**src/shared/wdt_pkg.sv**
```systemverilog
// Constants, register map and field layout of the watchdog block.
package wdt_pkg;

	////////////////////////////////////////////////////////////////////////
	// Clocking and time-out figures.

	localparam int unsigned PCLK_HZ = 20_000_000;
	localparam int unsigned RC_OSC_HZ = 31_250;
	localparam int unsigned BASE_PERIOD_MS = 16;
	// Bus clocks per internal oscillator period.
	localparam int unsigned RC_DIV = PCLK_HZ / RC_OSC_HZ;
	// Oscillator periods in one base time-out.
	localparam int unsigned BASE_TICKS = RC_OSC_HZ * BASE_PERIOD_MS / 1000;
	localparam int unsigned BASE_PERIOD_CYCLES =
		PCLK_HZ / 1000 * BASE_PERIOD_MS;

	////////////////////////////////////////////////////////////////////////
	// Register map. The two documented registers keep their printed offset
	// as an index; the byte address is four times that index.

	localparam logic [15:0] PRESCALER_CONTROL_IDX = 16'h0081;
	localparam logic [15:0] CONFIG_WORD_IDX = 16'h2007;
	localparam logic [15:0] PRESCALER_CONTROL_ADDR =
		{PRESCALER_CONTROL_IDX[13:0], 2'b00};
	localparam logic [15:0] CONFIG_WORD_ADDR = {CONFIG_WORD_IDX[13:0], 2'b00};
	localparam logic [15:0] WDT_STATUS_ADDR = 16'h0000;
	localparam logic [15:0] IRQ_STATUS_ADDR = 16'h0004;
	localparam logic [15:0] IRQ_MASK_ADDR = 16'h0008;

	////////////////////////////////////////////////////////////////////////
	// Field positions.

	localparam int unsigned SCALER_ASSIGN_BIT = 3;
	localparam int unsigned SCALER_RATIO_MSB_BIT = 2;
	localparam int unsigned SCALER_RATIO_MID_BIT = 1;
	localparam int unsigned SCALER_RATIO_LSB_BIT = 0;
	localparam int unsigned FUSE_ENABLE_BIT = 2;
	localparam int unsigned STAT_TIMEOUT_FLAG_BIT = 0;
	localparam int unsigned STAT_OSC_RUN_BIT = 1;
	localparam int unsigned STAT_ASSIGN_BIT = 2;
	localparam int unsigned IRQ_BITS = 2;
	localparam int unsigned IRQ_RESET_BIT = 0;
	localparam int unsigned IRQ_WAKE_BIT = 1;

	////////////////////////////////////////////////////////////////////////
	// Values after reset.

	localparam logic [7:0] PRESCALER_CONTROL_RESET = 8'hFF;
	localparam logic [7:0] CONFIG_WORD_RESET = 8'hFF;
	localparam logic [1:0] IRQ_MASK_RESET = 2'h0;
	localparam logic TIMEOUT_FLAG_RESET = 1'b1;

endpackage

```
**src/core/wdt_postscaler.sv**
```systemverilog
// Shared power-of-two scaler used by the watchdog or the general timer.
`timescale 1ns/10ps
module wdt_postscaler
	import wdt_pkg::*;
(
	input wire logic pclk,
	input wire logic presetn,
	input wire logic tick,
	input wire logic clear,
	input wire logic [2:0] ratio,
	output logic fire,
	output logic [6:0] count
);

	logic [7:0] mask_wide;
	logic [6:0] mask;

	// The low n bits of a free counter wrap every two to the n ticks.
	assign mask_wide = (8'h01 << ratio) - 8'h01;
	assign mask = mask_wide[6:0];
	assign fire = tick & ((count & mask) == mask);

	always_ff @(posedge pclk or negedge presetn) begin
		if (!presetn) begin
			count <= 7'h00;
		end else if (clear) begin
			count <= 7'h00;
		end else if (tick) begin
			count <= count + 7'h01;
		end
	end

endmodule

```
**src/core/watchdog_timer.sv**
```systemverilog
// Watchdog timer with shared postscaler and APB register slave.
//
// The APB register port was chosen for this implementation.
`timescale 1ns/10ps
// How it works
// - Watchdog counts internal oscillator ticks; enabling it turns the oscillator on.
// - Unscaled time-out nominally elapses after 16 ms of oscillator time.
// - Expiry while running normally issues a device reset.
// - Expiry while asleep issues a wake-up instead of a reset.
// - Every expiry clears the time-out flag.
// - A cleared fuse enable bit disables the watchdog; it never expires.
// - One scaler serves timer or watchdog, chosen by assign bit; ratio sets its division.
// - Clear or sleep instruction zeroes counter and watchdog-assigned scaler.
// - Clear instruction zeroes assigned scaler, leaving assignment bit unchanged.
module watchdog_timer
	import wdt_pkg::*;
#(
	parameter int unsigned RC_DIVIDE = RC_DIV,
	parameter int unsigned BASE_TICK_COUNT = BASE_TICKS
) (
	input wire logic pclk,
	input wire logic presetn,
	input wire logic psel,
	input wire logic penable,
	input wire logic pwrite,
	input wire logic [15:0] paddr,
	input wire logic [31:0] pwdata,
	output logic [31:0] prdata,
	output logic pready,
	output logic pslverr,
	input wire logic clear_watchdog_instr,
	input wire logic sleep_instr,
	input wire logic in_sleep,
	input wire logic general_timer_event,
	output logic general_timer_inc,
	output logic internal_rc_osc_en,
	output logic device_reset,
	output logic wake_up,
	output logic timeout_flag,
	output logic irq
);

	////////////////////////////////////////////////////////////////////////
	// Declarations.

	logic [7:0] prescaler_control;
	logic [7:0] config_word;
	logic [IRQ_BITS-1:0] irq_status;
	logic [IRQ_BITS-1:0] irq_mask;
	logic [IRQ_BITS-1:0] irq_event;
	logic scaler_assign;
	logic scaler_ratio_msb;
	logic scaler_ratio_mid;
	logic scaler_ratio_lsb;
	logic [2:0] scaler_ratio;
	logic watchdog_fuse_enable;
	logic apb_setup;
	logic apb_write;
	logic addr_mapped;
	logic wr_prescaler;
	logic wr_config;
	logic wr_irq_status;
	logic wr_irq_mask;
	logic [31:0] next_prdata;
	logic instr_clear;
	logic [15:0] rc_cnt;
	logic [15:0] base_cnt;
	logic rc_tick;
	logic base_expire;
	logic scaler_tick;
	logic scaler_clear;
	logic scaler_fire;
	logic [6:0] scaler_count;
	logic expiry;

	////////////////////////////////////////////////////////////////////////
	// Register fields.

	assign scaler_assign = prescaler_control[SCALER_ASSIGN_BIT];
	assign scaler_ratio_msb = prescaler_control[SCALER_RATIO_MSB_BIT];
	assign scaler_ratio_mid = prescaler_control[SCALER_RATIO_MID_BIT];
	assign scaler_ratio_lsb = prescaler_control[SCALER_RATIO_LSB_BIT];
	assign scaler_ratio = {scaler_ratio_msb, scaler_ratio_mid, scaler_ratio_lsb};
	assign watchdog_fuse_enable = config_word[FUSE_ENABLE_BIT];

	////////////////////////////////////////////////////////////////////////
	// APB slave. The slave never waits, so read data is captured in the
	// setup cycle and presented from a flip-flop in the access cycle.

	assign apb_setup = psel & ~penable;
	assign apb_write = psel & penable & pwrite;
	assign pready = 1'b1;

	always_comb begin
		addr_mapped = 1'b1;
		next_prdata = 32'h0000_0000;
		unique case (paddr)
			WDT_STATUS_ADDR: begin
				next_prdata[STAT_TIMEOUT_FLAG_BIT] = timeout_flag;
				next_prdata[STAT_OSC_RUN_BIT] = internal_rc_osc_en;
				next_prdata[STAT_ASSIGN_BIT] = scaler_assign;
			end
			IRQ_STATUS_ADDR: begin
				next_prdata[IRQ_BITS-1:0] = irq_status;
			end
			IRQ_MASK_ADDR: begin
				next_prdata[IRQ_BITS-1:0] = irq_mask;
			end
			PRESCALER_CONTROL_ADDR: begin
				next_prdata[7:0] = prescaler_control;
			end
			CONFIG_WORD_ADDR: begin
				next_prdata[7:0] = config_word;
			end
			default: begin
				addr_mapped = 1'b0;
			end
		endcase
	end

	// Unmapped addresses answer with an error and read as zero.
	assign pslverr = psel & penable & ~addr_mapped;

	assign wr_prescaler = apb_write & (paddr == PRESCALER_CONTROL_ADDR);
	assign wr_config = apb_write & (paddr == CONFIG_WORD_ADDR);
	assign wr_irq_status = apb_write & (paddr == IRQ_STATUS_ADDR);
	assign wr_irq_mask = apb_write & (paddr == IRQ_MASK_ADDR);

	always_ff @(posedge pclk or negedge presetn) begin
		if (!presetn) begin
			prdata <= 32'h0000_0000;
		end else if (apb_setup && !pwrite) begin
			prdata <= next_prdata;
		end
	end

	always_ff @(posedge pclk or negedge presetn) begin
		if (!presetn) begin
			prescaler_control <= PRESCALER_CONTROL_RESET;
		end else if (wr_prescaler) begin
			prescaler_control <= pwdata[7:0];
		end
	end

	always_ff @(posedge pclk or negedge presetn) begin
		if (!presetn) begin
			config_word <= CONFIG_WORD_RESET;
		end else if (wr_config) begin
			config_word <= pwdata[7:0];
		end
	end

	always_ff @(posedge pclk or negedge presetn) begin
		if (!presetn) begin
			irq_mask <= IRQ_MASK_RESET;
		end else if (wr_irq_mask) begin
			irq_mask <= pwdata[IRQ_BITS-1:0];
		end
	end

	////////////////////////////////////////////////////////////////////////
	// Oscillator and base counter.

	assign instr_clear = clear_watchdog_instr | sleep_instr;

	assign internal_rc_osc_en = watchdog_fuse_enable;

	always_ff @(posedge pclk or negedge presetn) begin
		if (!presetn) begin
			rc_cnt <= 16'h0000;
		end else if (!watchdog_fuse_enable || instr_clear || rc_tick) begin
			rc_cnt <= 16'h0000;
		end else begin
			rc_cnt <= rc_cnt + 16'h0001;
		end
	end

	assign rc_tick = watchdog_fuse_enable & ~instr_clear &
		(rc_cnt == 16'(RC_DIVIDE - 1));

	always_ff @(posedge pclk or negedge presetn) begin
		if (!presetn) begin
			base_cnt <= 16'h0000;
		end else if (!watchdog_fuse_enable || instr_clear) begin
			base_cnt <= 16'h0000;
		end else if (rc_tick) begin
			if (base_expire) begin
				base_cnt <= 16'h0000;
			end else begin
				base_cnt <= base_cnt + 16'h0001;
			end
		end
	end

	assign base_expire = rc_tick & (base_cnt == 16'(BASE_TICK_COUNT - 1));

	////////////////////////////////////////////////////////////////////////
	// Shared scaler.

	assign scaler_tick = scaler_assign ? base_expire : general_timer_event;

	assign scaler_clear = scaler_assign & instr_clear;

	wdt_postscaler u_scaler (
		.pclk(pclk),
		.presetn(presetn),
		.tick(scaler_tick),
		.clear(scaler_clear),
		.ratio(scaler_ratio),
		.fire(scaler_fire),
		.count(scaler_count)
	);

	assign expiry = scaler_assign ? scaler_fire : base_expire;

	always_ff @(posedge pclk or negedge presetn) begin
		if (!presetn) begin
			general_timer_inc <= 1'b0;
		end else begin
			general_timer_inc <= ~scaler_assign & scaler_fire;
		end
	end

	////////////////////////////////////////////////////////////////////////
	// Expiry actions.

	always_ff @(posedge pclk or negedge presetn) begin
		if (!presetn) begin
			device_reset <= 1'b0;
		end else begin
			device_reset <= expiry & ~in_sleep;
		end
	end

	always_ff @(posedge pclk or negedge presetn) begin
		if (!presetn) begin
			wake_up <= 1'b0;
		end else begin
			wake_up <= expiry & in_sleep;
		end
	end

	always_ff @(posedge pclk or negedge presetn) begin
		if (!presetn) begin
			timeout_flag <= TIMEOUT_FLAG_RESET;
		end else if (expiry) begin
			timeout_flag <= 1'b0;
		end else if (instr_clear) begin
			timeout_flag <= 1'b1;
		end
	end

	////////////////////////////////////////////////////////////////////////
	// Interrupts. A new event beats a write-one-to-clear in the same cycle.

	assign irq_event[IRQ_RESET_BIT] = expiry & ~in_sleep;
	assign irq_event[IRQ_WAKE_BIT] = expiry & in_sleep;

	for (genvar i = 0; i < IRQ_BITS; i++) begin : g_irq
		always_ff @(posedge pclk or negedge presetn) begin
			if (!presetn) begin
				irq_status[i] <= 1'b0;
			end else if (irq_event[i]) begin
				irq_status[i] <= 1'b1;
			end else if (wr_irq_status && pwdata[i]) begin
				irq_status[i] <= 1'b0;
			end
		end
	end

	assign irq = |(irq_status & irq_mask);

	////////////////////////////////////////////////////////////////////////
	// Checks.

	logic [31:0] gap_cycles;
	logic [7:0] base_seen;
	logic ratio_known;

	// Bus clocks since the base counter last started from zero.
	always_ff @(posedge pclk or negedge presetn) begin
		if (!presetn) begin
			gap_cycles <= 32'h0000_0000;
		end else if (!watchdog_fuse_enable || instr_clear || base_expire) begin
			gap_cycles <= 32'h0000_0000;
		end else begin
			gap_cycles <= gap_cycles + 32'h0000_0001;
		end
	end

	// A ratio write leaves the scaler phase undefined until the next clear.
	always_ff @(posedge pclk or negedge presetn) begin
		if (!presetn) begin
			ratio_known <= 1'b1;
		end else if (wr_prescaler) begin
			ratio_known <= 1'b0;
		end else if (instr_clear) begin
			ratio_known <= 1'b1;
		end
	end

	always_ff @(posedge pclk or negedge presetn) begin
		if (!presetn) begin
			base_seen <= 8'h00;
		end else if (wr_prescaler || instr_clear || expiry) begin
			base_seen <= 8'h00;
		end else if (base_expire) begin
			base_seen <= base_seen + 8'h01;
		end
	end

	// The count a fuse write stops is one cycle behind the fuse itself.
	osc_follows_fuse_a: assert property (
		@(posedge pclk) disable iff (!presetn)
		(rc_cnt != 16'h0000) |-> $past(internal_rc_osc_en)
		&& $past(watchdog_fuse_enable))
		else $error("oscillator counting while the watchdog is off");
	base_period_a: assert property (
		@(posedge pclk) disable iff (!presetn)
		base_expire |-> gap_cycles == 32'(RC_DIVIDE * BASE_TICK_COUNT - 1))
		else $error("base time-out length wrong");
	reset_on_run_a: assert property (
		@(posedge pclk) disable iff (!presetn)
		expiry && !in_sleep |=> device_reset && !wake_up ##1 !device_reset)
		else $error("expiry while running gave no single reset pulse");
	wake_on_sleep_a: assert property (
		@(posedge pclk) disable iff (!presetn)
		expiry && in_sleep |=> wake_up && !device_reset)
		else $error("expiry in sleep did not wake without reset");
	flag_cleared_a: assert property (
		@(posedge pclk) disable iff (!presetn)
		(device_reset || wake_up) |-> !timeout_flag)
		else $error("time-out flag not cleared by expiry");
	fuse_disables_a: assert property (
		@(posedge pclk) disable iff (!presetn)
		!watchdog_fuse_enable [*2] |=> !device_reset && !wake_up)
		else $error("watchdog expired with the fuse cleared");
	timer_routing_a: assert property (
		@(posedge pclk) disable iff (!presetn)
		!scaler_assign && general_timer_event && scaler_ratio == 3'h0
		|=> general_timer_inc)
		else $error("general timer did not get the unscaled event");
	instr_clears_a: assert property (
		@(posedge pclk) disable iff (!presetn)
		instr_clear |=> rc_cnt == 16'h0000 && base_cnt == 16'h0000
		&& (!$past(scaler_assign) || scaler_count == 7'h00))
		else $error("instruction left the watchdog counts running");
	assign_kept_a: assert property (
		@(posedge pclk) disable iff (!presetn)
		clear_watchdog_instr && !wr_prescaler |=> $stable(scaler_assign))
		else $error("clear instruction changed the scaler assignment");
	scaled_timeout_a: assert property (
		@(posedge pclk) disable iff (!presetn)
		expiry && scaler_assign && ratio_known
		|-> base_seen == 8'((9'h001 << scaler_ratio) - 9'h001))
		else $error("scaled time-out ratio wrong");

endmodule

```
**config.mk**
```make
export PLATFORM = sky130hd
export DESIGN_NAME = watchdog_timer
export DESIGN_NICKNAME = d
export VERILOG_FILES = /design/src/shared/wdt_pkg.sv /design/src/core/wdt_postscaler.sv /design/src/core/watchdog_timer.sv
export SDC_FILE = /design/constraint.sdc
export NUM_CORES = 1
export LEC_CHECK = 0
export BUFFER_PORTS_ARGS = -buffer_cell sky130_fd_sc_hd__buf_2
export CORE_ASPECT_RATIO = 1.1
export CORE_MARGIN = 2
export CORE_UTILIZATION = 46
export DETAILED_ROUTE_END_ITERATION = 12
export MAX_ROUTING_LAYER = met4
export PLACE_DENSITY = 0.76
export SYNTH_ARGS = -nofsm -noshare
export SYNTH_HDL_FRONTEND = slang
export SYNTH_SLANG_ARGS = --single-unit
```
**constraint.sdc**
```tcl
create_clock -name pclk -period 3.1 [get_ports pclk]
set_input_delay 0 -clock pclk [delete_from_list [all_inputs] [get_ports pclk]]
set_output_delay 0 -clock pclk [all_outputs]
set_load 0.02 [all_outputs]
```
# Word level (Yosys, flattened, before mapping)
# Index checks and enable logic that the tools add are counted.
dict set report word_totals {
  out_inout_bits 40
  input_bits 57
  wordCells 82
  reg_bits 71
}
dict set report classes {
  reduce_logical 15
  shift 1
  bitwise 24
  n_mux 18
  n_eq_ne 7
  addsub 4
}
# operator count
set op_table {}
lappend op_table {{2-to-1 mux 16 bit} 4}
lappend op_table {{adder 16 x 1 -> 16 bit, second input constant} 2}
lappend op_table {{== test 16 x 10 -> 1 bit, second input constant} 2}
lappend op_table {{AND 1 bit} 16}
lappend op_table {{== test 16 bit, second input constant} 1}
lappend op_table {{== test 16 x 3 -> 1 bit, second input constant} 1}
lappend op_table {{== test 16 x 4 -> 1 bit, second input constant} 1}
lappend op_table {{== test 16 x 9 -> 1 bit, second input constant} 1}
lappend op_table {{logical NOT 16 bit} 1}
lappend op_table {{2-to-1 mux 7 bit} 2}
lappend op_table {{case mux 2 bit (5 select lines)} 1}
lappend op_table {{case mux 5 bit (2 select lines)} 1}
lappend op_table {{nonzero test 2 bit} 5}
lappend op_table {{2-to-1 mux 1 bit} 9}
lappend op_table {{adder 7 x 1 -> 7 bit, second input constant} 1}
lappend op_table {{AND 7 bit} 1}
lappend op_table {{== test 7 bit} 1}
lappend op_table {{left shift 1 x 3 -> 7 bit, first input constant} 1}
lappend op_table {{subtractor 7 x 1 -> 7 bit, second input constant} 1}
lappend op_table {{NOT 1 bit} 5}
lappend op_table {{OR reduction 5 bit} 1}
lappend op_table {{logical AND 1 bit} 3}
lappend op_table {{case mux 1 bit (3 select lines)} 1}
lappend op_table {{AND 2 bit} 1}
lappend op_table {{other kinds (4)} 6}

# Logic depth before layout (Yosys ltp)
# Gate-level depths: netlist (run 1).
dict set report depth {
  word_depth 10
  mapped_depth 8
  mapped_depth_nobuf 6
}

# By module
# From an unflattened synthesis (run 1), not the netlist that was laid out.
dict set report hier_totals {
  cells_unflattened 399
  hier_area_um2 4025.1
}
# mod n_inst area_per_inst_um2 cells_per_inst
set modules_own_cells {}
lappend modules_own_cells {watchdog_timer 1 3652.3 359}
lappend modules_own_cells {wdt_postscaler 1 372.9 40}

# Worst setup path after synthesis (run 1)
# No wires, ideal clock.
dict set report synth_path {
  path_kind {reg2reg}
  from {register base_cnt[0]}
  to {register u_scaler.count[0]}
  period_less_slack_ns 1.942
  path_buffers 1
  stages_incl_launch_ff 8
  setup_slack_ns 1.158
  arrival_time_ns 1.822
  path_cell_list {dfrtp_1 ha_1 nor4b_1 nand4_1 or3_1 clkbuf_1 xnor2_1 a31o_1}
}
dict set report synth_between {
  elab_chain_len 4
}
# element line_no
set synth_lines {}
lappend synth_lines {{start, declared} watchdog_timer.sv:67} ;# logic [15:0] base_cnt;
lappend synth_lines {{start signal, assigned} watchdog_timer.sv:190} ;# base_cnt <= base_cnt + 16'h0001;
lappend synth_lines {{== test 16 x 9 -> 1 bit} watchdog_timer.sv:195} ;# assign base_expire = rc_tick & (base_cnt == 16'(BASE_TICK_COUNT - 1));
lappend synth_lines {{AND 1 bit} watchdog_timer.sv:195}
lappend synth_lines {{2-to-1 mux 1 bit} watchdog_timer.sv:200} ;# assign scaler_tick = scaler_assign ? base_expire : general_timer_event;
lappend synth_lines {{nonzero test 2 bit (no source line)} n/a}
lappend synth_lines {{end signal, assigned} wdt_postscaler.sv:29} ;# count <= count + 7'h01;
lappend synth_lines {{end, declared} wdt_postscaler.sv:12} ;# output logic [6:0] count
# Every way passes these cells.
# A chain may end at the register's enable or synchronous reset.

# Final worst setup path (run 1)
dict set report layout_path {
  from {register rc_cnt[7]}
  to {register timeout_flag}
}
dict set report layout_between {
  elab_chain_len 7
}
# element line_no
set layout_lines {}
lappend layout_lines {{start, declared} watchdog_timer.sv:66} ;# logic [15:0] rc_cnt;
lappend layout_lines {{start signal, assigned} watchdog_timer.sv:174} ;# rc_cnt <= rc_cnt + 16'h0001;
lappend layout_lines {{== test 16 x 10 -> 1 bit *} watchdog_timer.sv:179} ;# (rc_cnt == 16'(RC_DIVIDE - 1));
lappend layout_lines {{AND 1 bit *} watchdog_timer.sv:178} ;# assign rc_tick = watchdog_fuse_enable & ~instr_clear &
lappend layout_lines {{AND 1 bit *} watchdog_timer.sv:195}
lappend layout_lines {{2-to-1 mux 1 bit} watchdog_timer.sv:200}
lappend layout_lines {{AND 1 bit} wdt_postscaler.sv:21} ;# assign fire = tick & ((count & mask) == mask);
lappend layout_lines {{2-to-1 mux 1 bit *} watchdog_timer.sv:214} ;# assign expiry = scaler_assign ? scaler_fire : base_expire;
lappend layout_lines {{2-to-1 mux 1 bit or nonzero test 2 bit (tied branches)} n/a}
lappend layout_lines {{end signal, assigned} watchdog_timer.sv:245} ;# timeout_flag <= TIMEOUT_FLAG_RESET;
lappend layout_lines {{end signal, assigned} watchdog_timer.sv:247} ;# timeout_flag <= 1'b0;
lappend layout_lines {{end signal, assigned} watchdog_timer.sv:249} ;# timeout_flag <= 1'b1;
lappend layout_lines {{end, declared} watchdog_timer.sv:39} ;# output logic timeout_flag,
# Mark *: on every way between the ends. The rest lies on a longest branch, timed or not.

==> results.env, run 1 <==
SETUP-VIOLATIONS-FINAL=0
CTS.CLK_SLEW.WORST_PATHS_NS=0.08
POST-ROUTE-MIN-PERIOD_NS=2.71
CP-END-KIND='register'
FINAL-MAX-SLEW-VIOLATION-COUNT=0
ASYNC_SET_OR_RESET_REGISTER_RATIO_AFTER_SYNTHESIS=1.00
FLOORPLAN.ROWS=35
LAYOUT.NETS=502
CRITPATHMAXSTAGEDELAY_NS=0.63
ROUTE.VIAS.TOTAL=3107
CORE_AREA_SQ_MM=0.00836
DETAIL_ROUTE.FIRST_PASS.ITERATIONS=4
SYNTHESIS.INSTANCES=386
TRITONCTS.NUM_BUFFERS=9
SYNTH_WARNINGS=0
LAYOUT_WORST_PATH_CYCLE_SHARE=0.876
CRITICALPATHCATEGORY='reg2reg'
ROUTE.DETAILED.DRC=0
BUFFER_PORTS.INSERTED=47
INITIAL_UTILIZATION=0.471
MAXIMUM_NUMBER_OF_PINS_ON_ONE_NET_BEFORE_GLOBAL_ROUTE_REPAIR=48
REG2REGPATHDEPTH=5
AVERAGE_FOOTPRINT_OF_A_SYNTHESIZED_CELL_SQ_UM=10.2
CLOCK_LATENCY_AT_THE_LATER_PIN_OF_THE_WORST_SKEW_PAIR_NS=0.35
WIRE_LENGTH_OF_THE_FIRST_GLOBAL_ROUTING_PASS_MM=13.8
POSTSYNTH.TOPFLOPCELL='sky130_fd_sc_hd__dfrtp_1'
IR_WORST_VDD_uV=198
WORST-PATH-MAX-FANOUT=11
MULTI_INPUT_COMB_AREA_SQ_MM=0.00195
CRITPATHBUFINV=1
FMAX_MHz=368
TOTAL_LEAKAGE_POWER_nW=2.04
CP_DATA_REQUIRED_TIME_NS=3.38
DP_HPWL_MM=5.71
WORST_CLOCK_SKEW_NS=0.00827
DRTANTENNAVIOLNETS=0
HIGHEST-SIGNAL-LAYER='met4'
OUTCOME='finished clean'
SYNTH_CELL_TYPES=57
AREA_GROWTH_SYN_TO_LAYOUT_PCT=14.9
HOLD_CLASS='in2reg'
TRITONCTS='yes'
FINAL_DESIGN_AREA_NO_FILL_SQ_MM=0.00452
SYNTH-SEQ-AREA-SHARE=0.457
CRIT_CELLS=5
GRT_PASS1_VIAS=2996
CELLS_ALONG_THE_CRITICAL_PATH='nor4b_1, nand4_1, or3_1, o32a_1, dlygate4sd3_1'
ROUTE.MET3.WL_UM=363
POST_DRT_WL_PER_CELL_UM=15.0
ROUTE.LAYER.MET1.WL_MM=3.68
POWER_PER_CELL_AREA_mW_PER_MM2=472
SYNTH-EDFF-COUNT=0
MET2_WIRELENGTH_MM=4.18
TIMING.CRITICAL_PATH.FROM_TYPE='register'
DIE_H_UM=101
CTSLONGESTPATHBUFFERS=2
TIMING.HOLD.WORST_PATH_DEPTH=4
POST_ROUTE_SETUP_TNS_NS=0
WORST-ENDPOINT-ARRIVAL_NS=3.00
SLEW_HEADROOM=0.530
CLOCK_SINK_COUNT=71
AVGVIACOUNTPERCELL=5.57
ANTENNA_FOUND_INITIAL=0
SYN-CELL-AREA_SQ_MM=0.00394
DIE_WIDTH_UM=92.2
IOS=97
CTS_MAX_LEVEL=3
CRITICAL_PATH.SLOWEST_CELL='sky130_fd_sc_hd__or3_1'
TOTAL_INSERTED_ANTENNA_CELLS=0
DRV_CAP=0
CLK_ROOT_BUFFER_CELL='sky130_fd_sc_hd__clkbuf_8'
PLACED_AREA_SQ_MM=0.00416
DIE_AREA_SQ_MM=0.00932
INITIAL_DRC_COUNT=151
WORSTMARGINPINSLEW_NS=0.703
STORAGE_CELL_AREA_SQ_MM=0.00180
TIMING_HOLD_VIOLATIONS_FINAL=0
DRT-TOTAL-WL_MM=8.36
GRT_SETUP_UNREPAIRED='false'
FRACTION_OF_FINAL_LAYOUT_CELLS_SIZED_BEYOND_DRIVE_STRENGTH_1=0.255
FILLCELLCOUNT=748
PLACE_CONGESTION=0.867
GROUTE.USAGE.OVERALL=0.191
CP_TOP_FAMILY='simple AND/OR/NAND/NOR gates'
GRT_OVERFLOW=0
YOSYS_REGISTER_BITS=71
state kept, by name, indices dropped and copies added, names as in the netlist:
| register | flops |
|---|---|
| base_cnt | 16 |
| config_word | 8 |
| device_reset | 1 |
| general_timer_inc | 1 |
| irq_mask | 2 |
| irq_status | 2 |
| prdata | 8 |
| prescaler_control | 8 |
| rc_cnt | 16 |
| timeout_flag | 1 |
| u_scaler.count | 7 |
| wake_up | 1 |
path summary, 6_finish.rpt:
path | startpoint | end | slack [ns]
max | rc_cnt[7] | timeout_flag | 0.39
min | penable | prdata[0] | 0.02
min in group asynchronous | presetn | rc_cnt[12] | 0.16
max reg2reg | rc_cnt[7] | timeout_flag | 0.39
max in group asynchronous | presetn | base_cnt[14] | 1.96
min reg2reg | rc_cnt[0] | rc_cnt[0] | 0.45
metrics by stage:
| stage | utilization | setup WS [ns] | hold slack, ns | std cells | power (mW) |
|---|---|---|---|---|---|
| 2_1_floorplan | - | 1.16 | -0.296 | 409 | 1.23 |
| 3_3_place_gp | 0.498 | 0.806 | 0.00428 | 528 | 1.29 |
| 3_5_place_dp | 0.498 | 0.731 | 0.0160 | 528 | 1.31 |
| 4_1_cts | 0.541 | 0.405 | 0.00665 | 558 | 2.14 |
| 5_1_grt | 0.541 | 0.244 | 0.0490 | 558 | 2.23 |
| 6_report | 0.541 | 0.385 | 0.0175 | 558 | 2.14 |
cell type report:
cell class              instances  share of cell area
multi-input cells             290               0.430
flip-flops and latches         71               0.397
repair buffers                 64              0.0879
well taps                     111              0.0307
clock buffers                  10              0.0282
clock inverters                 6              0.0205
inverters                       6             0.00498
cell usage after synthesis (all sizes together), types with 2 or more instances:
master,count,share of area
nor2b,5,0.0079
a41oi,3,0.0067
xor2,11,0.024
ha,3,0.0095
nor3,8,0.013
dfrtp,54,0.34
nor4,13,0.032
mux2,20,0.064
nor4b,3,0.0067
o2111ai,2,0.0044
buf,29,0.053
dfstp,17,0.11
or3,3,0.0048
a21oi,11,0.014
and3,12,0.019
nor3b,2,0.0038
xnor2,5,0.011
a22o,4,0.0089
and4,7,0.017
conb,2,0.0019
nand2,34,0.034
nand2b,3,0.0048
nand3b,2,0.0038
inv,6,0.0057
mux2i,7,0.018
a222oi,2,0.0051
and2,4,0.0064
clkbuf,13,0.012
o31ai,4,0.0076
o21ai,23,0.029
nor2,22,0.021
nand4,17,0.027
a31oi,7,0.011
nand3,7,0.0089
a22oi,6,0.011
metal layers:
| metal | GRT usage | vias to the layer above |
|---|---|---|
| li1 | - | 1479 |
| met1 | 0.236 | 1533 |
| met2 | 0.311 | 83 |
| met3 | 0.0359 | 12 |
| met4 | 0.0758 | 0 |
| met5 | - | - |
kinds of logic (layout without fill, tap and decap cells):
family / count (synthesis) / in the layout / share of synthesized area
flops: 71 / 71 / 0.457
compound gates: 70 / 70 / 0.115
other cells: 2 / 25 / 0.00191
mux: 27 / 27 / 0.0817
buf+inv: 48 / 86 / 0.0709
fa+ha+maj: 3 / 3 / 0.00953
simple gates: 149 / 149 / 0.228
xor+xnor: 16 / 16 / 0.0356
tightest hold or removal path: stages:
cell                      delay (ns)
sky130_fd_sc_hd__buf_2          0.10
sky130_fd_sc_hd__nor3b_1        0.08
sky130_fd_sc_hd__nor2_1         0.10
sky130_fd_sc_hd__a21oi_1        0.05
what timing repair did:
item / in CTS / in global routing
hold buffers: 14 / 0
setup endpoints to repair: 0 / 0
setup buffers: 0 / 0
hold endpoints to repair: 49 / 0
gates resized for setup: 0 / 0
layout by cell type, fill, tap and decap left out, types with 3 or more instances in the layout:
master / instances
sky130_fd_sc_hd__and4_1: 4
sky130_fd_sc_hd__nand3_1: 7
sky130_fd_sc_hd__nand2_1: 33
sky130_fd_sc_hd__a41oi_1: 3
sky130_fd_sc_hd__nor4_4: 3
sky130_fd_sc_hd__or3_1: 3
sky130_fd_sc_hd__xnor2_1: 5
sky130_fd_sc_hd__o21ai_0: 22
sky130_fd_sc_hd__mux2i_1: 7
sky130_fd_sc_hd__clkbuf_8: 9
sky130_fd_sc_hd__nor4b_1: 3
sky130_fd_sc_hd__a31oi_1: 7
sky130_fd_sc_hd__and4_2: 3
sky130_fd_sc_hd__buf_2: 47
sky130_fd_sc_hd__ha_1: 3
sky130_fd_sc_hd__and2_1: 4
sky130_fd_sc_hd__dfstp_2: 17
sky130_fd_sc_hd__a22oi_1: 6
sky130_fd_sc_hd__dlygate4sd3_1: 14
sky130_fd_sc_hd__nor2b_1: 5
sky130_fd_sc_hd__and3_1: 12
sky130_fd_sc_hd__nor2_1: 22
sky130_fd_sc_hd__conb_1: 25
sky130_fd_sc_hd__xor2_1: 11
sky130_fd_sc_hd__a22o_1: 4
sky130_fd_sc_hd__buf_4: 3
sky130_fd_sc_hd__dfrtp_1: 54
sky130_fd_sc_hd__o31ai_1: 4
sky130_fd_sc_hd__nand2b_1: 3
sky130_fd_sc_hd__mux2_2: 13
sky130_fd_sc_hd__inv_1: 6
sky130_fd_sc_hd__mux2_4: 7
sky130_fd_sc_hd__a21oi_1: 11
sky130_fd_sc_hd__nor3_1: 6
sky130_fd_sc_hd__nand4_1: 17
sky130_fd_sc_hd__nor4_1: 10
power breakdown:
part           internal (mW)  leakage (nW)  switching [mW]
sequential             0.974         0.914          0.0770
clock                  0.459         0.104           0.370
combinational          0.108          1.03           0.149
(Power assumes the default switching activity.)
==> run 2: changes to the inputs <==
ABC_AREA = 1   (was default)
CAP_MARGIN = 30   (was default)
==> results.env, run 2 <==
OUTCOME='finished clean'
CLK_ROOT_BUFFER_CELL='sky130_fd_sc_hd__clkbuf_8'
FLOORPLAN.ROWS=37
ASYNC_SET_OR_RESET_REGISTER_RATIO_AFTER_SYNTHESIS=1.00
CLOCK_SINK_COUNT=71
WORSTMARGINPINSLEW_NS=0.882
ROUTE.VIAS.TOTAL=3743
ANTENNA_FOUND_INITIAL=0
POST_DRT_WL_PER_CELL_UM=12.0
TRITONCTS.NUM_BUFFERS=9
TIMING_HOLD_VIOLATIONS_FINAL=0
SYNTH-SEQ-AREA-SHARE=0.418
WORST_CLOCK_SKEW_NS=0.00758
HOLD_CLASS='in2reg'
GRT_PASS1_VIAS=3713
PLACED_AREA_SQ_MM=0.00453
CTS_RESIZED=0
WORST-ENDPOINT-ARRIVAL_NS=2.38
TRITONCTS='yes'
CP-END-KIND='register'
STORAGE_CELL_AREA_SQ_MM=0.00180
DIE_H_UM=105
DP_HPWL_MM=6.50
TIMING.CRITICAL_PATH.FROM_TYPE='register'
CLOCK_LATENCY_AT_THE_LATER_PIN_OF_THE_WORST_SKEW_PAIR_NS=0.35
MOST_COMMON_LIBRARY_CELL_IN_THE_LAYOUT_IGNORING_FILL_AND_TAPS='sky130_fd_sc_hd__nand2_1'
SYNTH_WARNINGS=0
CTSLONGESTPATHBUFFERS=2
LAYOUT.CELLS.MOST_COMMON_LIST='sky130_fd_sc_hd__nand2_1, sky130_fd_sc_hd__inv_1, sky130_fd_sc_hd__nor2_1, sky130_fd_sc_hd__dfrtp_1, sky130_fd_sc_hd__buf_2'
POSTSYNTH.TOPFLOPCELL='sky130_fd_sc_hd__dfrtp_1'
YOSYS_REGISTER_BITS=71
SYNTHESIS.INSTANCES=568
CRITPATHBUFINV=2
POST_SYNTH_MAIN_AREA_CONTRIBUTORS='sky130_fd_sc_hd__dfrtp_1, sky130_fd_sc_hd__nand2_1, sky130_fd_sc_hd__dfstp_2, sky130_fd_sc_hd__inv_1, sky130_fd_sc_hd__nor2_1'
DRTANTENNAVIOLNETS=0
POWER_PER_CELL_AREA_mW_PER_MM2=423
TOTAL_LEAKAGE_POWER_nW=2.28
POST_ROUTE_SETUP_TNS_NS=0
DIE_AREA_SQ_MM=0.0101
GRT_SETUP_UNREPAIRED='false'
POSTCTSSETUPREPAIRBUFS=0
FMAX_MHz=473
WORST-PATH-MAX-FANOUT=22
DIE_WIDTH_UM=96.2
AVGVIACOUNTPERCELL=5.00
GROUTE.USAGE.OVERALL=0.193
LAYOUT.NETS=687
LARGEST_REGISTERS='base_cnt x16, rc_cnt x16'
CP_DATA_REQUIRED_TIME_NS=3.37
HIGHEST-SIGNAL-LAYER='met4'
ROUTE.DETAILED.DRC=0
CTS.CLK_SLEW.WORST_PATHS_NS=0.08
FILLCELLCOUNT=869
AREA_GROWTH_SYN_TO_LAYOUT_PCT=13.1
DETAIL_ROUTE.FIRST_PASS.ITERATIONS=5
CRITPATHMAXSTAGEDELAY_NS=0.40
SLEW_HEADROOM=0.412
SYNTH-EDFF-COUNT=0
CRITICAL_PATH.SLOWEST_CELL='sky130_fd_sc_hd__dfrtp_1'
CELLS_ALONG_THE_CRITICAL_PATH='ha_1, nand2_1, inv_2, nand2_1, nor2_2, nand2_2, nand2_2, inv_1, o21ai_0, a21oi_1'
SYNTH_TOP_AREA_SHARE=0.314
FINAL_DESIGN_AREA_NO_FILL_SQ_MM=0.00486
ROUTE.MET3.WL_UM=560
DRV_CAP=0
DRT-TOTAL-WL_MM=9.00
MAXIMUM_NUMBER_OF_PINS_ON_ONE_NET_BEFORE_GLOBAL_ROUTE_REPAIR=72
AVERAGE_FOOTPRINT_OF_A_SYNTHESIZED_CELL_SQ_UM=7.57
SETUP-VIOLATIONS-FINAL=0
FINAL-MAX-SLEW-VIOLATION-COUNT=0
CORE_AREA_SQ_MM=0.00921
GRT_OVERFLOW=0
ROUTE.LAYER.MET1.WL_MM=3.77
CRITICALPATHCATEGORY='reg2reg'
SYN-CELL-AREA_SQ_MM=0.00430
POST-ROUTE-MIN-PERIOD_NS=2.11
IOS=97
CTS_MAX_LEVEL=3
LAYOUT_WORST_PATH_CYCLE_SHARE=0.681
YS_TOP_CELLS_BY_COUNT='sky130_fd_sc_hd__nand2_1, sky130_fd_sc_hd__inv_1, sky130_fd_sc_hd__nor2_1'
PLACE_CONGESTION=0.886
TOTAL_INSERTED_ANTENNA_CELLS=0
MET2_WIRELENGTH_MM=4.57
INITIAL_DRC_COUNT=197
SYNTH_TOP_AREA_CELL='sky130_fd_sc_hd__dfrtp_1'
WIRE_LENGTH_OF_THE_FIRST_GLOBAL_ROUTING_PASS_MM=15.4
BUFFER_PORTS.INSERTED=47
SYNTH.MOST_COMMON_CELL='sky130_fd_sc_hd__nand2_1'
INITIAL_UTILIZATION=0.467
SYNTH_CELL_TYPES=40
CP_TOP_FAMILY='simple AND/OR/NAND/NOR gates'
MULTI_INPUT_COMB_AREA_SQ_MM=0.00206
FRACTION_OF_FINAL_LAYOUT_CELLS_SIZED_BEYOND_DRIVE_STRENGTH_1=0.214
IR_WORST_VDD_uV=201
==> run 2: changes by cell type after synthesis, sizes merged, moves of 10 or more <==
cell    change
and3       -12
clkbuf     -10
inv        +67
mux2       -20
nand2     +114
nand3      +31
nor2       +49
nor3       +14
nor4       -11
o21ai      +17
==> run 2: cells by family (layout without fill, tap and decap cells) <==
| kind of cell | Yosys count | in the layout | synth area share |
|---|---|---|---|
| adder cells (fa/ha/maj) | 3 | 3 | 0.00873 |
| AND/OR/NAND/NOR | 308 | 308 | 0.327 |
| AO/OA/AOI/OAI | 62 | 62 | 0.0937 |
| XOR/XNOR | 14 | 14 | 0.0285 |
| other | 2 | 25 | 0.00175 |
| flip-flops | 71 | 71 | 0.418 |
| buffers and inverters | 108 | 149 | 0.123 |
==> run 2: power by group <==
group          switching [mW]  total (mW)  internal (mW)  leakage [nW]
clock                   0.388       0.852          0.464         0.108
sequential             0.0377       0.997          0.959         0.917
combinational           0.128       0.207         0.0793          1.26
total                   0.554        2.06           1.50          2.28
==> run 2: final cells by class <==
type	count	area share
Clock buffer	9	0.0255
Clock inverter	7	0.0214
Inverter	74	0.0574
Multi-Input combinational cell	412	0.424
Sequential cell	71	0.370
Tap cell	117	0.0301
Timing Repair Buffer	59	0.0721
==> run 2: what timing repair did <==
item | CTS | global route
hold endpoints to repair | 74 | 0
setup endpoints to repair | 0 | 0
hold buffers | 10 | 0
==> run 2: worst min-delay path, stage by stage <==
cell and delay [ns]:
sky130_fd_sc_hd__buf_2 0.07, sky130_fd_sc_hd__nor2_1 0.06, sky130_fd_sc_hd__a22oi_1 0.19
==> run 2: final timing paths <==
check	slack, ns	startpoint	depth (start not counted)	end
min in group asynchronous	0.41	presetn	3	prdata[6]
max in group asynchronous	2.12	presetn	3	base_cnt[4]
max reg2reg	0.99	rc_cnt[0]	10	rc_cnt[10]
min reg2reg	0.46	rc_cnt[0]	1	rc_cnt[0]
min	0.02	clear_watchdog_instr	3	timeout_flag
max	0.99	rc_cnt[0]	10	rc_cnt[10]
==> run 2: layer usage <==
metal  global-route usage  up-vias
met5                    -        -
met4               0.0714        0
met3               0.0400       14
met2                0.329      101
met1                0.221     1741
li1                     -     1887
==> run 2: metrics by stage <==
stage / std cells / power (mW) / hold WS, ns / setup WS (ns) / util
final: 749 / 2.06 / 0.0195 / 0.988 / 0.528
after global routing: 749 / 2.15 / 0.0385 / 0.738 / 0.528
after CTS: 749 / 2.07 / 0.0148 / 0.995 / 0.528
after detailed placement: 723 / 1.21 / 0.193 / 1.05 / 0.492
after global placement: 723 / 1.21 / 0.185 / 1.11 / 0.492
after floorplan: 591 / 1.16 / -0.296 / 1.63 / -
